## config.mk

```make
export PLATFORM = sky130hd
export DESIGN_NAME = lpc_config
export DESIGN_NICKNAME = d
export VERILOG_FILES = /design/src/hdl/lpc_pkg.sv /design/src/hdl/lpc_strobe_counter.sv /design/src/hdl/lpc_config.sv
export SDC_FILE = /design/constraint.sdc
export NUM_CORES = 1
export LEC_CHECK = 0
export ABC_CLOCK_PERIOD_IN_PS = 5800
export BUFFER_PORTS_ARGS = -buffer_cell sky130_fd_sc_hd__buf_2
export CAP_MARGIN = 30
export CELL_PAD_IN_SITES_DETAIL_PLACEMENT = 0
export CELL_PAD_IN_SITES_GLOBAL_PLACEMENT = 1
export CORE_AREA = 2 2 87 89
export CTS_CLUSTER_DIAMETER = 120
export DETAILED_ROUTE_END_ITERATION = 10
export DIE_AREA = 0 0 89 91
export PLACE_DENSITY_LB_ADDON = 0.2
export SETUP_SLACK_MARGIN = 0.1
export SLEW_MARGIN = 20
export SYNTH_ARGS = -nofsm -noshare
export SYNTH_HDL_FRONTEND = slang
export SYNTH_SLANG_ARGS = --single-unit
export TNS_END_PERCENT = 5
```

## constraint.sdc

```tcl
create_clock -name mclk_i -period 5.8 [get_ports mclk_i]
set_clock_uncertainty 0.1 [all_clocks]
set_input_delay 1.45 -clock mclk_i [delete_from_list [all_inputs] [get_ports mclk_i]]
set_output_delay 1.45 -clock mclk_i [all_outputs]
set_load 0.1 [all_outputs]
```

## src/hdl/lpc_pkg.sv

```systemverilog
// constants for the low-power level and port lock configuration block
// assumes a 100 MHz core clock and byte-wide register accesses
package lpc_pkg;
    // ==========================================================
    // register offsets
    localparam logic [15:0] LVL_ADDR = 16'hec00;
    localparam logic [15:0] CFG2_ADDR = 16'hec01;
    // ==========================================================
    // field positions
    localparam int THR_LSB = 0;
    localparam int THR_W = 3;
    localparam int PER_LSB = 3;
    localparam int PER_W = 5;
    localparam int EXTREF_BIT = 0;
    localparam int LOCK_BIT = 1;
    localparam int IRQ0DIS_BIT = 2;
    // ==========================================================
    // reset values
    localparam logic [7:0] LVL_RESET = 8'h00;
    localparam logic CFG_BIT_RESET = 1'b0;
    // ==========================================================
    // timing
    localparam int CLK_MHZ = 100;
    localparam int LINE_PERIOD_US = 20000;
    localparam int LINE_CYCLES = LINE_PERIOD_US * CLK_MHZ;
    localparam logic [5:0] IRQ_PERIOD_OFFSET = 6'h0a;
    localparam logic [1:0] STROBE_TOGGLES = 2'h3;
endpackage

```

## src/hdl/lpc_strobe_counter.sv

```systemverilog
// counts falling edges of the select strobe pin
// assumes the pin is already synchronous to mclk_i
`timescale 1ns/100ps
module lpc_strobe_counter (
    // clock and reset
    input wire logic mclk_i,
    input wire logic rst_b_i,
    // strobe pin and gating
    input wire logic strobe_i,
    input wire logic enable_i,
    // one-cycle pulse on the third toggle
    output logic three_o
);
    typedef struct packed {
        logic prev;
        logic [1:0] cnt;
        logic hit;
    } lpc_cnt_st_t;

    lpc_cnt_st_t q, d;

    // edge detect and count; counter clears while disabled
    always_comb
    begin
        d = q;
        d.prev = strobe_i;
        d.hit = 1'b0;
        if (!enable_i)
        begin
            d.cnt = 2'h0;
        end
        else if (q.prev && !strobe_i)
        begin
            if (q.cnt == lpc_pkg::STROBE_TOGGLES - 2'h1)
            begin
                d.cnt = 2'h0;
                d.hit = 1'b1;
            end
            else
            begin
                d.cnt = q.cnt + 2'h1;
            end
        end
    end

    // idle level of the active-low strobe is high
    always_ff @(posedge mclk_i or negedge rst_b_i)
    begin
        if (!rst_b_i)
        begin
            q <= '{prev: 1'b1, cnt: 2'h0, hit: 1'b0};
        end
        else
        begin
            q <= d;
        end
    end

    assign three_o = q.hit;
endmodule

```

## src/hdl/lpc_config.sv

```systemverilog
// low-power level and port lock configuration registers
// assumes the serial engine presents decoded byte accesses, one per pulse
// Contract
// - low three bits pick monitoring threshold
// - interrupt variant period is 0.02s times count+10
// - reference bit chooses internal or external reference
// - unlocked: three strobe toggles switch to spi
// - i2c lock write stops strobe switching
// - any CFG2_ADDR write in spi mode locks port
// - locked choice survives power mode changes
// - disable bit silences interrupt zero in mode two
`timescale 1ns/100ps
module lpc_config #(
    parameter int LINE_CYCLES = lpc_pkg::LINE_CYCLES
) (
    // clock and reset
    input wire logic mclk_i,
    input wire logic rst_b_i,
    // register access from the serial engine
    input wire logic wr_en_i,
    input wire logic rd_en_i,
    input wire logic [15:0] addr_i,
    input wire logic [7:0] wdata_i,
    output logic [7:0] rdata_o,
    output logic rvalid_o,
    // device pins and mode status
    input wire logic select_strobe_pin_i,
    input wire logic second_low_power_mode_i,
    input wire logic lowpower_irq_variant_i,
    input wire logic interrupt_zero_req_i,
    // configuration outputs
    output logic [2:0] lowpower_current_threshold_sel_o,
    output logic external_reference_select_o,
    output logic spi_active_o,
    output logic port_locked_o,
    output logic interrupt_zero_out_o,
    output logic measurement_done_o
);
    // ==========================================================
    // state
    typedef struct packed {
        logic [7:0] lvl;
        logic extref;
        logic lock;
        logic irq0dis;
        logic spi;
        logic [7:0] rdata;
        logic rvalid;
        logic izero;
        logic [31:0] tick;
        logic [5:0] line;
        logic done;
    } lpc_state_t;

    lpc_state_t q, d;
    logic strobe_three;
    logic [5:0] line_last;

    // read mux; unmapped and reserved bits read zero
    function automatic logic [7:0] lpc_read(input logic [15:0] a,
                                            input lpc_state_t s);
        logic [7:0] v;
        v = 8'h00;
        if (a == lpc_pkg::LVL_ADDR)
        begin
            v = s.lvl;
        end
        else if (a == lpc_pkg::CFG2_ADDR)
        begin
            v[lpc_pkg::EXTREF_BIT] = s.extref;
            v[lpc_pkg::LOCK_BIT] = s.lock;
            v[lpc_pkg::IRQ0DIS_BIT] = s.irq0dis;
        end
        return v;
    endfunction

    // ==========================================================
    // strobe toggles only count while i2c is active and unlocked
    lpc_strobe_counter u_strobe (
        .mclk_i(mclk_i),
        .rst_b_i(rst_b_i),
        .strobe_i(select_strobe_pin_i),
        .enable_i(!q.lock && !q.spi),
        .three_o(strobe_three)
    );

    // last line index of the interrupt-variant window
    assign line_last = {1'b0, q.lvl[lpc_pkg::PER_LSB +: lpc_pkg::PER_W]}
        + lpc_pkg::IRQ_PERIOD_OFFSET - 6'h01;

    // ==========================================================
    // next state
    always_comb
    begin
        d = q;
        d.done = 1'b0;
        d.rvalid = rd_en_i;
        if (rd_en_i)
        begin
            d.rdata = lpc_read(addr_i, q);
        end
        if (wr_en_i && addr_i == lpc_pkg::LVL_ADDR)
        begin
            d.lvl = wdata_i;
        end
        if (wr_en_i && addr_i == lpc_pkg::CFG2_ADDR)
        begin
            d.extref = wdata_i[lpc_pkg::EXTREF_BIT];
            d.irq0dis = wdata_i[lpc_pkg::IRQ0DIS_BIT];
            // lock is sticky; a zero write never clears it
            if (!q.lock)
            begin
                if (q.spi)
                begin
                    d.lock = 1'b1;
                end
                else if (wdata_i[lpc_pkg::LOCK_BIT])
                begin
                    d.lock = 1'b1;
                end
            end
        end
        // power mode inputs never touch spi or lock
        if (strobe_three && !q.lock && !q.spi)
        begin
            d.spi = 1'b1;
        end
        // in the single-pin variant the host times the window itself
        if (second_low_power_mode_i && lowpower_irq_variant_i)
        begin
            if (q.tick == 32'(LINE_CYCLES - 1))
            begin
                d.tick = 32'h0;
                if (q.line >= line_last)
                begin
                    d.line = 6'h00;
                    d.done = 1'b1;
                end
                else
                begin
                    d.line = q.line + 6'h01;
                end
            end
            else
            begin
                d.tick = q.tick + 32'h1;
            end
        end
        else
        begin
            d.tick = 32'h0;
            d.line = 6'h00;
        end
        // gating adds one cycle of latency to the pin
        d.izero = interrupt_zero_req_i
            && !(second_low_power_mode_i && q.irq0dis);
    end

    // ==========================================================
    // registers; lock only ever cleared here
    always_ff @(posedge mclk_i or negedge rst_b_i)
    begin
        if (!rst_b_i)
        begin
            q <= '0;
            q.lvl <= lpc_pkg::LVL_RESET;
            q.extref <= lpc_pkg::CFG_BIT_RESET;
            q.lock <= lpc_pkg::CFG_BIT_RESET;
            q.irq0dis <= lpc_pkg::CFG_BIT_RESET;
        end
        else
        begin
            q <= d;
        end
    end

    assign rdata_o = q.rdata;
    assign rvalid_o = q.rvalid;
    assign lowpower_current_threshold_sel_o =
        q.lvl[lpc_pkg::THR_LSB +: lpc_pkg::THR_W];
    assign external_reference_select_o = q.extref;
    assign spi_active_o = q.spi;
    assign port_locked_o = q.lock;
    assign interrupt_zero_out_o = q.izero;
    assign measurement_done_o = q.done;
endmodule

```

==> reports/results.ini, run 1 <==
[logic_synthesis]
synth_common_cells = 64 x dfrtp_1, 38 x nor2_1, 21 x xor2_1
ys_top_cells_by_area = dfrtp_1 48%, xor2_1 5.5%, nor2_1 4.3%
ys.flop_type = dfrtp_1
yosys.area.top_type = dfrtp_1
synth_top_family_by_area = simple AND/OR/NAND/NOR gates
synth-simple-area-share = 0.2258
yosysWarningCount = 0
ys_seq_elements = 65
synth_top_area_share = 0.4794
ys_types = 44
synth_xor_area_frac = 0.08390
async_reset_ff_frac = 1.000
synth_edf_count = 0
syn_nets = 359
muxShareOfSynthArea = 0.05768
synth_compound_area_frac = 0.05880
synth_fa_ha_area_frac = 0.03371
avgSynthCellArea_um2 = 10.51
syn_inst = 318
yosysMostFrequentCell = dfrtp_1
ys_seq_area_frac = 0.4873
syn-cell-area_um2 = 3341

[place]
dp_hpwl_um = 4621
portBuffers = 48
gp_congestion = 0.7547

[cts]
cts_root_buffer = clkbuf_8
cts_buffer_depth = 2
post_cts_buffers = 0
cts_sinks = 65
h-tree-depth = 3
cts_hold_buf = 0
numCtsBuffers = 9
path_clk_slew_ns = 0.07
cts_resized = 0
cts_tree = done
clock_latency_ns = 0.33

[timing]
rsz0062_at_grt = no
maxSlewHeadroom = 0.4450
hold_violations = 0
tightestPinTransition_ns = 0.8326
max_freq_mhz = 324.4
fin_crit_ns = 3.082
setup_viol = 0
slew_viol_final = 0
finalCritPeriodShare = 0.5315
setup_tns_ns = 0

[layout]
n_fill_cell = 692
antennaDiodeCount = 0
drive_above_1_share = 0.2005
syn2layout_area_growth_pct = 13.78
nNetsFinal = 400
utilization = 0.5326

[worst_setup_path]
crit_chain = buf_2 -> or4_1 -> nor4_2 -> nand2_1 -> nor2_4 -> mux2_1
cp_max_fo = 8
critPathArrivalTime_ns = 3.20
start_kind = input pin
slowest_stage = or4_1
r2r_cells = 5
critPathCaptureType = flip-flop
crit_type = in -> reg
startpoint = addr_i[1]
max_stage_delay_ns = 0.52
required_ns = 5.92
rr_startpoint = q[18]$_DFF_PN0_

[drt]
drc_errors = 0
dr.pass1.iters = 4
drtAntennaViolNets = 0
drt-initial-drc-count = 89
post_drt_wl_per_cell_um = 14.46
routed_via_density = 5.229
vias = 2421
routed_wl_um = 6697

[floorplanning]
core_region_area_um2 = 7137
dieArea_um2 = 8099
die_y_um = 91
io_pins = 49
die_w_um = 89
start_util = 0.4681
placementRows = 31

[hold_path]
worstHoldPathType = reg -> reg
worstHoldStart = u_strobe.three_o$_DFF_PN0_
worstHoldPathCells = 1

[power]
p_seq_frac = 0.494
p_clk_frac = 0.463
powerDensity_nw_per_um2 = 242.6
p_comb_frac = 0.043
internal_power_mw = 0.7208
p_sw_frac = 0.2184
p_leak_nw = 1.768
p_sw_mw = 0.2014
ir_drop_v = 0.0001612

[grt]
grt_pass1_wl_um = 11160
antenna_found_initial = 0
grt_util_all_layers = 0.1765
grt-ovfl-total = 0
grt_pass1_vias = 2284
grt_max_degree = 66

[outcome]
run_status = finished clean

[run]
max_cap_viol_count = 0

==> cells in the final DEF, fill, tap and decap left out, types with 2 or more instances in the layout <==
cell	synthesis	routed
a21oi_1	6	6
a22o_1	5	5
a31oi_1	4	4
and2_1	5	5
and3_1	9	9
and4_1	5	5
buf_2	0	48
buf_4	11	2
bufinv_16	0	2
clkbuf_8	0	10
clkinv_2	0	2
dfrtp_1	64	64
ha_1	9	9
inv_1	10	10
mux2_1	8	8
mux2_2	2	2
mux2i_1	8	8
nand2_1	15	15
nand2b_1	3	3
nand3_1	19	19
nand4_1	15	15
nand4b_1	2	2
nor2_1	38	38
nor3_1	7	7
nor4_1	3	3
nor4_2	2	2
o21a_1	2	2
o21ai_0	3	3
o2bb2ai_1	4	4
or3_1	3	3
or4b_1	2	2
xnor2_1	11	11
xor2_1	21	21
==> worst paths after layout <==
check                                                             endpoint  slack, ns
max reg2reg                                               q[1]$_DFFE_PN0P_       3.34
min                                               spi_active_o$_DFFE_PN0P_       0.36
max in group asynchronous                                  q[37]$_DFF_PN0_       3.86
min reg2reg                                       spi_active_o$_DFFE_PN0P_       0.36
min in group asynchronous                                   q[9]$_DFF_PN0_       1.17
max                        lowpower_current_threshold_sel_o[2]$_DFFE_PN0P_       2.72
==> power groups by stage <==
| stage | sequential [mW] | clock, mW | combinational, mW |
|---|---|---|---|
| after floorplan | 0.470 | 0 | 0.0136 |
| after global placement | 0.464 | 0 | 0.0405 |
| after detailed placement | 0.465 | 0 | 0.0408 |
| after CTS | 0.456 | 0.436 | 0.0409 |
| after global routing | 0.456 | 0.457 | 0.0447 |
| final | 0.456 | 0.427 | 0.0396 |
==> stage by stage <==
stage	worst slack (ns)	hold slack (ns)	instance area [µm²]	cells	power [mW]
floorplan	2.603	0.3218	3341	318	0.4834
global placement	2.384	0.3415	3581	447	0.5049
detailed placement	2.345	0.3514	3581	447	0.5054
CTS	2.702	0.3684	3801	463	0.9325
global route	2.626	0.3793	3801	463	0.9572
finish	2.718	0.3608	3801	463	0.9222
==> critical path, delay by kind of cell <==
family,cells,cell delay [ns]
and+or+nand+nor,4,1.28
buffers and inverters,1,0.09
muxes,1,0.36
==> flip-flops by register name, summed over array words and instances, names as in the netlist <==
register                          flops
rvalid_o                              1
u_strobe.three_o                      1
lowpower_current_threshold_sel_o      3
q                                    44
external_reference_select_o           1
rdata_o                               8
spi_active_o                          1
u_strobe.q                            3
measurement_done_o                    1
interrupt_zero_out_o                  1
port_locked_o                         1
==> metal layers <==
metal / vias to the layer above / routed length [µm] / global-route usage / share of wire
li1: 1197 / - / - / -
met1: 1190 / 3331 / 0.2615 / 0.50
met2: 23 / 3086 / 0.2544 / 0.46
met3: 11 / 155 / 0.03455 / 0.023
met4: 0 / 123 / 0.06716 / 0.018
met5: - / 0 / 0 / 0
==> final cells by class <==
| class | count | area [µm²] | area share |
|---|---|---|---|
| well taps | 99 | 123.9 | 0.03259 |
| repair buffers | 50 | 255.2 | 0.06715 |
| clock buffers | 11 | 141.4 | 0.03720 |
| flip-flops and latches | 65 | 1628 | 0.4282 |
| clock inverters | 5 | 78.83 | 0.02074 |
| inverters | 10 | 37.54 | 0.009875 |
| multi-input cells | 223 | 1536 | 0.4042 |
==> cell families (layout without fill, tap and decap cells) <==
| kind of cell | Yosys count | after routing |
|---|---|---|
| compound gates | 28 | 28 |
| xor+xnor | 32 | 32 |
| fa+ha+maj | 9 | 9 |
| buf+inv | 30 | 76 |
| flops | 65 | 65 |
| mux | 18 | 18 |
| simple gates | 136 | 136 |
No activity file was read; power rests on OpenSTA's default activity.
==> run 2, diff against run 1 <==
--- a/config.mk
+++ b/config.mk
@@ -5,15 +5,16 @@
 export SDC_FILE = /design/constraint.sdc
 export NUM_CORES = 1
 export LEC_CHECK = 0
-export ABC_CLOCK_PERIOD_IN_PS = 5800
+export ABC_AREA = 1
+export ABC_CLOCK_PERIOD_IN_PS = 2500
 export BUFFER_PORTS_ARGS = -buffer_cell sky130_fd_sc_hd__buf_2
 export CAP_MARGIN = 30
 export CELL_PAD_IN_SITES_DETAIL_PLACEMENT = 0
 export CELL_PAD_IN_SITES_GLOBAL_PLACEMENT = 1
-export CORE_AREA = 2 2 87 89
+export CORE_AREA = 2 2 105 107
 export CTS_CLUSTER_DIAMETER = 120
 export DETAILED_ROUTE_END_ITERATION = 10
-export DIE_AREA = 0 0 89 91
+export DIE_AREA = 0 0 107 109
 export PLACE_DENSITY_LB_ADDON = 0.2
 export SETUP_SLACK_MARGIN = 0.1
 export SLEW_MARGIN = 20
==> constraint.sdc (replaced) <==
create_clock -name mclk_i -period 2.5 [get_ports mclk_i]
set_clock_uncertainty 0.1 [all_clocks]
set_input_delay 0.625 -clock mclk_i [delete_from_list [all_inputs] [get_ports mclk_i]]
set_output_delay 0.625 -clock mclk_i [all_outputs]
set_load 0.1 [all_outputs]
==> reports/results.ini, run 2 <==
[outcome]
run_status = finished clean

[grt]
grt-ovfl-total = 0  ; unchanged
globalRoute.busiestLayer = met2
use_met1 = 0.2472  ; -0.01433
met3_usage = 0.02929  ; -0.005257
grt_max_degree = 66  ; unchanged
grt_util_all_layers = 0.1789  ; +0.002423
grt_pass1_wl_um = 16260  ; +46%
grt.met2_usage = 0.2807  ; +0.02636
antenna_found_initial = 0  ; unchanged
grt_pass1_vias = 3398  ; +49%

[cts]
numCtsBuffers = 9  ; unchanged
cts_hold_buf = 0  ; unchanged
cts_buffer_depth = 2  ; unchanged
path_clk_slew_ns = 0.08  ; about the same
clock_latency_ns = 0.35  ; +0.02 ns
cts_sinks = 65  ; unchanged
cts_tree = done
h-tree-depth = 3  ; unchanged
cts_root_buffer = clkbuf_8

[timing]
max_freq_mhz = 467.2
rsz0062_at_grt = no
tightestPinTransition_ns = 0.6053  ; -0.2273 ns
finalCritPeriodShare = 0.8561
maxSlewHeadroom = 0.5960  ; +0.1511
fin_ws_ns = 0.3597  ; -2.358 ns
hold_violations = 0  ; unchanged
setup_tns_ns = 0  ; unchanged
fin_crit_ns = 2.140
setup_viol = 0  ; unchanged
slew_viol_final = 0  ; unchanged

[logic_synthesis]
synth_compound_area_frac = 0.03386  ; -0.02494
ys.flop_type = dfrtp_1
yosysMostFrequentCell = nand2_1
ys_seq_elements = 65  ; unchanged
syn-cell-area_um2 = 3880  ; +16%
syn_inst = 539  ; +69%
muxShareOfSynthArea = 0  ; -0.05768
ys_top_cells_by_area = dfrtp_1 41%, nand2_1 16%, nor2_1 9.6%
synth_common_cells = 164 x nand2_1, 99 x nor2_1, 64 x dfrtp_1
synth_fa_ha_area_frac = 0.02902  ; -0.004685
async_reset_ff_frac = 1.000  ; unchanged
synth_top_area_share = 0.4128  ; -0.06663
synth_edf_count = 0  ; unchanged
synth-simple-area-share = 0.3979  ; +0.1721
ys_seq_area_frac = 0.4195  ; -0.06772
syn_nets = 580  ; +62%
yosysWarningCount = 0  ; unchanged
avgSynthCellArea_um2 = 7.198  ; -31%
synth_top_family_by_area = simple AND/OR/NAND/NOR gates
yosys.area.top_type = dfrtp_1
ys_types = 34  ; -23%
synth_xor_area_frac = 0.03837  ; -0.04552

[layout]
largest_register_ffs = 44  ; unchanged
drive_above_1_share = 0.1720  ; -0.02854
syn2layout_area_growth_pct = 14.64
antennaDiodeCount = 0  ; unchanged
final_common_cell = nand2_1
nNetsFinal = 629  ; +57%
regMostFlops = q
layout_common_cells = 164 x nand2_1, 97 x nor2_1, 64 x dfrtp_1, 55 x inv_1, 49 x nand3_1

[drt]
routed_via_density = 4.674  ; -11%
drc_errors = 0  ; unchanged
vias = 3426  ; +42%
drt-initial-drc-count = 111  ; +25%
routed_wl_um = 9461  ; +41%
drtAntennaViolNets = 0  ; unchanged
post_drt_wl_per_cell_um = 12.91  ; -11%
dr.pass1.iters = 5  ; +1

[floorplanning]
dieArea_um2 = 11660  ; +44%
io_pins = 49  ; unchanged
die_y_um = 109  ; +20%
placementRows = 38  ; +23%
die_w_um = 107  ; +20%
core_region_area_um2 = 10600  ; +49%
start_util = 0.3659  ; -0.1021

[worst_setup_path]
r2r_cells = 11  ; +6
critPathArrivalTime_ns = 2.32  ; -0.88 ns
reg2reg_to = q[6]$_DFFE_PN0P_
critPathCaptureType = flip-flop
rr_startpoint = q[56]$_DFFE_PN0P_
critPathBufInv = 1  ; unchanged
required_ns = 2.67  ; -3.25 ns
max_stage_delay_ns = 0.40  ; -0.12 ns
crit_chain = ha_1 -> a21oi_2 -> xor2_1 -> ha_1 -> nand2_1 -> inv_1 -> a21oi_2 -> nand3_2 -> nor2_2 -> nand3_1 -> nand2_1
slowest_stage = dfrtp_1
cp_max_fo = 7  ; -1
start_kind = flip-flop
critPathTopFamily = simple AND/OR/NAND/NOR gates
crit_type = reg -> reg
r2r_slack_ns = 0.36  ; -2.98 ns

[power]
p_total_mw = 2.076  ; +130%
p_leak_nw = 2.100  ; +19%
ir_drop_v = 0.0002754  ; +71%
powerDensity_nw_per_um2 = 466.7  ; +92%

[run]
max_cap_viol_count = 0  ; unchanged

[place]
dpl_worst_slack_ns = 0.2933  ; -2.051 ns
gp_congestion = 0.8330  ; +10%
portBuffers = 48  ; unchanged
dp_hpwl_um = 7051  ; +53%

[hold_path]
worstHoldPathType = in -> async

run 2: report_power, final:
part / switching [mW] / internal (mW)
clock: 0.427 / 0.460
combinational: 0.0912 / 0.0334
sequential: 0.00559 / 1.06
run 2: what timing repair did:
item / 4_1_cts / 5_1_grt
hold endpoints to repair: 0 / 0
endpoints found under the setup margin: 0 / 6
setup buffers: 0 / 2
gates resized for setup: 0 / 5
run 2: area by class of cell:
class / instances / area (µm²)
timing repair buffer: 52 / 282.8
clock inverter: 5 / 56.30
tap: 140 / 175.2
sequential: 65 / 1628
clock buffer: 11 / 131.4
multi-input combinational: 402 / 1954
inverter: 58 / 220.2
fill: 1096 / 6155
run 2: cell families (layout without fill, tap and decap cells):
family                     count (synthesis)  after routing
xor gates and xnor gates                  17             17
buffers and inverters                     72            126
adders and majority gates                  9              9
and+or+nand+nor                          353            353
DFF                                       65             65
AOI/OAI and AO/OA                         23             23
run 2: worst reg2reg max path: stages, from the launching register on:
cell,delay [ns]
dfrtp_1,0.40
ha_1,0.24
a21oi_2,0.15
xor2_1,0.16
ha_1,0.24
nand2_1,0.08
inv_1,0.07
a21oi_2,0.15
nand3_2,0.19
nor2_2,0.14
nand3_1,0.07
nand2_1,0.08
run 2: worst max path at each step:
stage                                 start                to  slack [ns]  cells after the start
after floorplan           q[56]$_DFFE_PN0P_  q[1]$_DFFE_PN0P_        0.55                     11
after global placement    q[57]$_DFFE_PN0P_  q[5]$_DFFE_PN0P_        0.35                     11
after detailed placement  q[57]$_DFFE_PN0P_  q[4]$_DFFE_PN0P_        0.29                     11
after CTS                 q[57]$_DFFE_PN0P_  q[4]$_DFFE_PN0P_        0.27                     11
after global routing      q[56]$_DFFE_PN0P_  q[6]$_DFFE_PN0P_        0.11                     11
final                     q[56]$_DFFE_PN0P_  q[6]$_DFFE_PN0P_        0.36                     11
run 2: per-layer routing:
layer  vias up  share of wire
li1       1770              -
met1      1582           0.49
met2        58           0.45
met3        16          0.032
met4         0          0.020
met5         -              0
run 2: metrics by stage:
step                cell area, µm²  std cells    util  hold WS, ns
finish                        4448        733  0.4195       0.1680
global route                  4448        733  0.4195       0.2197
CTS                           4415        731  0.4165       0.1950
detailed placement            4228        715  0.3987       0.3636
global placement              4228        715  0.3987       0.3572
floorplan                     3880        539       -       0.2294
==> run 3, diff against run 2 <==
--- a/config.mk
+++ b/config.mk
@@ -20,5 +20,6 @@
 export SLEW_MARGIN = 20
 export SYNTH_ARGS = -nofsm -noshare
 export SYNTH_HDL_FRONTEND = slang
+export SYNTH_HIERARCHICAL = 1
 export SYNTH_SLANG_ARGS = --single-unit
 export TNS_END_PERCENT = 5
==> reports/results.ini, run 3 <==
[timing]
fin_ws_ns = 0.4443  ; +0.08466 ns
max_freq_mhz = 486.5  ; +4.1%
finalCritPeriodShare = 0.8223  ; -0.03386
fin_crit_ns = 2.056  ; -0.08466 ns
rsz0062_at_grt = no
setup_tns_ns = 0  ; unchanged
maxSlewHeadroom = 0.6150  ; +0.01895
slew_viol_final = 0  ; unchanged
hold_violations = 0  ; unchanged
tightestPinTransition_ns = 0.5769  ; -0.02840 ns
fin_hold_ws_ns = 0.1434  ; -0.02466 ns
setup_viol = 0  ; unchanged

[logic_synthesis]
muxShareOfSynthArea = 0  ; unchanged
avgSynthCellArea_um2 = 7.145  ; -0.74%
synth_compound_area_frac = 0.02822  ; -0.005637
synth_xor_area_frac = 0.04041  ; +0.002036
synth_top_family_by_area = simple AND/OR/NAND/NOR gates
syn_inst = 546  ; +1.3%
synth_edf_count = 0  ; unchanged
ys_seq_elements = 65  ; unchanged
ys_seq_area_frac = 0.4173  ; -0.002287
synth_fa_ha_area_frac = 0.02886  ; -0.0001582
synth_top_area_share = 0.4105  ; -0.002251
synth-simple-area-share = 0.4070  ; +0.009056
synth_common_cells = 166 x nand2_1, 107 x nor2_1, 64 x dfrtp_1
ys_top_cells_by_area = dfrtp_1 41%, nand2_1 16%, nor2_1 10%
syn-cell-area_um2 = 3901  ; +0.55%
ys.flop_type = dfrtp_1
async_reset_ff_frac = 1.000  ; unchanged
ys_types = 31  ; -8.8%
syn_nets = 587  ; +1.2%
yosysMostFrequentCell = nand2_1
yosys.area.top_type = dfrtp_1
yosysWarningCount = 6  ; +6

[worst_setup_path]
critPathBufInv = 0  ; -1
path_depth = 11  ; unchanged
critPathCaptureType = flip-flop
cp_common_cell = nand2_1
r2r_cells = 11  ; unchanged
slowest_stage = dfrtp_1
max_stage_delay_ns = 0.42  ; +0.02 ns
required_ns = 2.69  ; +0.02 ns
crit_type = reg -> reg
critPathArrivalTime_ns = 2.24  ; -0.08 ns
start_kind = flip-flop
critPathTopFamily = simple AND/OR/NAND/NOR gates
crit_chain = ha_1 -> a21oi_1 -> xor2_1 -> ha_1 -> nand2_1 -> a21oi_1 -> nor2_1 -> nand2_1 -> nor2_1 -> nand3_1 -> nand2_1
cp_max_fo = 7  ; unchanged

[drt]
routed_wl_um = 9564  ; +1.1%
post_drt_wl_per_cell_um = 12.96  ; +0.40%
dr.pass1.iters = 7  ; +2
drtAntennaViolNets = 0  ; unchanged
routed_via_density = 4.661  ; -0.27%
drt-initial-drc-count = 148  ; +33%
drc_errors = 0  ; unchanged
vias = 3440  ; +0.41%

[layout]
layout_common_cells = 166 x nand2_1, 107 x nor2_1, 64 x dfrtp_1, 55 x nand3_1, 53 x inv_1
syn2layout_area_growth_pct = 14.08
final_common_cell = nand2_1
finalInstanceArea_um2 = 4451  ; about the same
antennaDiodeCount = 0  ; unchanged
regMostFlops = q
drive_above_1_share = 0.1589  ; -0.01314
nNetsFinal = 634  ; +0.79%
largest_register_ffs = 44  ; unchanged

[place]
dp_hpwl_um = 7291  ; +3.4%
place_area_um2 = 4249  ; +0.50%
portBuffers = 48  ; unchanged
dpl_worst_slack_ns = 0.4441  ; +0.1508 ns
gp_congestion = 0.9052  ; +8.7%

[power]
p_leak_nw = 2.141  ; +2.0%
internal_power_mw = 1.594  ; +2.7%
p_sw_frac = 0.2842  ; +0.03196
ir_drop_v = 0.0003423  ; +24%
p_clk_frac = 0.414  ; -0.013
p_seq_frac = 0.491  ; -0.022
p_sw_mw = 0.6328  ; +21%
powerDensity_nw_per_um2 = 500.3  ; +7.2%
p_total_mw = 2.227  ; +7.3%
p_comb_frac = 0.095  ; +0.035

[cts]
cts_sinks = 65  ; unchanged
cts_tree = done
cts_buffer_depth = 2  ; unchanged
post_cts_buffers = 0  ; unchanged
h-tree-depth = 3  ; unchanged
numCtsBuffers = 9  ; unchanged
cts_root_buffer = clkbuf_8
cts_hold_buf = 0  ; unchanged
clock_latency_ns = 0.35  ; about the same
path_clk_slew_ns = 0.08  ; about the same
cts_resized = 0  ; unchanged

[floorplanning]
start_util = 0.3679  ; +0.002006
placementRows = 38  ; unchanged
io_pins = 49  ; unchanged
die_y_um = 109  ; unchanged
dieArea_um2 = 11660  ; unchanged
core_region_area_um2 = 10600  ; unchanged
die_w_um = 107  ; unchanged

[grt]
grt_util_all_layers = 0.1744  ; -0.004459
grt_pass1_wl_um = 15860  ; -2.5%
grt-ovfl-total = 0  ; unchanged
grt_pass1_vias = 3314  ; -2.5%
grt_max_degree = 47  ; -29%
antenna_found_initial = 0  ; unchanged

[hold_path]
worstHoldPathType = in -> async

[run]
max_cap_viol_count = 0  ; unchanged

[outcome]
run_status = finished clean

==> run 3: changes by cell type after synthesis, moves of 3 or more <==
| cell | before | now |
|---|---|---|
| nor2_2 | 13 | 9 |
| nor2_1 | 99 | 107 |
| o21ai_1 | 3 | 0 |
| nand3_1 | 50 | 55 |
==> run 3: path summary, 6_finish.rpt <==
kind,startpoint,to,slack [ns]
worst max register to register,q[57]$_DFFE_PN0P_,q[6]$_DFFE_PN0P_,0.44
min in group mclk_i,select_strobe_pin_i,u_strobe/q[3]$_DFF_PN1_,0.29
max in group asynchronous,rst_b_i,u_strobe/q[3]$_DFF_PN1_,1.47
worst min register to register,rdata_o[6]$_DFFE_PN0P_,rdata_o[6]$_DFFE_PN0P_,0.39
worst min-delay path,rst_b_i,q[38]$_DFF_PN0_,0.14
worst max-delay path,q[57]$_DFFE_PN0P_,q[6]$_DFFE_PN0P_,0.44
==> run 3: cell families (layout without fill, tap and decap cells) <==
group / after synthesis / count (layout)
simple gates: 365 / 365
buf+inv: 70 / 122
flops: 65 / 65
compound gates: 19 / 19
xor+xnor: 18 / 18
fa+ha+maj: 9 / 9
==> run 3: stage by stage <==
stage | std cells | util
2_1_floorplan | 546 | -
5_1_grt | 738 | 0.4198
3_5_place_dp | 722 | 0.4008
4_1_cts | 738 | 0.4198
6_report | 738 | 0.4198
3_3_place_gp | 722 | 0.4008
==> run 3: worst register-to-register path, cell delays in order, from the launching register on <==
cell	delay (ns)
dfrtp_1	0.42
ha_1	0.22
a21oi_1	0.18
xor2_1	0.16
ha_1	0.24
nand2_1	0.08
a21oi_1	0.04
nor2_1	0.09
nand2_1	0.16
nor2_1	0.13
nand3_1	0.08
nand2_1	0.08
==> run 3: cell type report <==
type,instances,area (µm²)
clock buffer,9,123.9
clock inverter,7,77.57
fill,1117,6152
inverter,56,210.2
multi-input combinational,411,1968
sequential,65,1628
tap,140,175.2
timing repair buffer,50,267.8
==> run 3: routing by layer <==
layer	up-vias	track usage	routed length (µm)
li1	1789	-	-
met1	1602	0.2495	4862
met2	39	0.2743	4346
met3	10	0.02331	233
met4	0	0.05566	121
met5	-	0	0
==> run 3: power by group through the flow <==
stage          clock (mW)  sequential (mW)  combinational [mW]
2_1_floorplan           0             1.18              0.0626
3_3_place_gp            0             1.11               0.212
3_5_place_dp            0             1.11               0.215
4_1_cts             0.952             1.09               0.216
6_report            0.921             1.09               0.211
5_1_grt             0.997             1.10               0.234
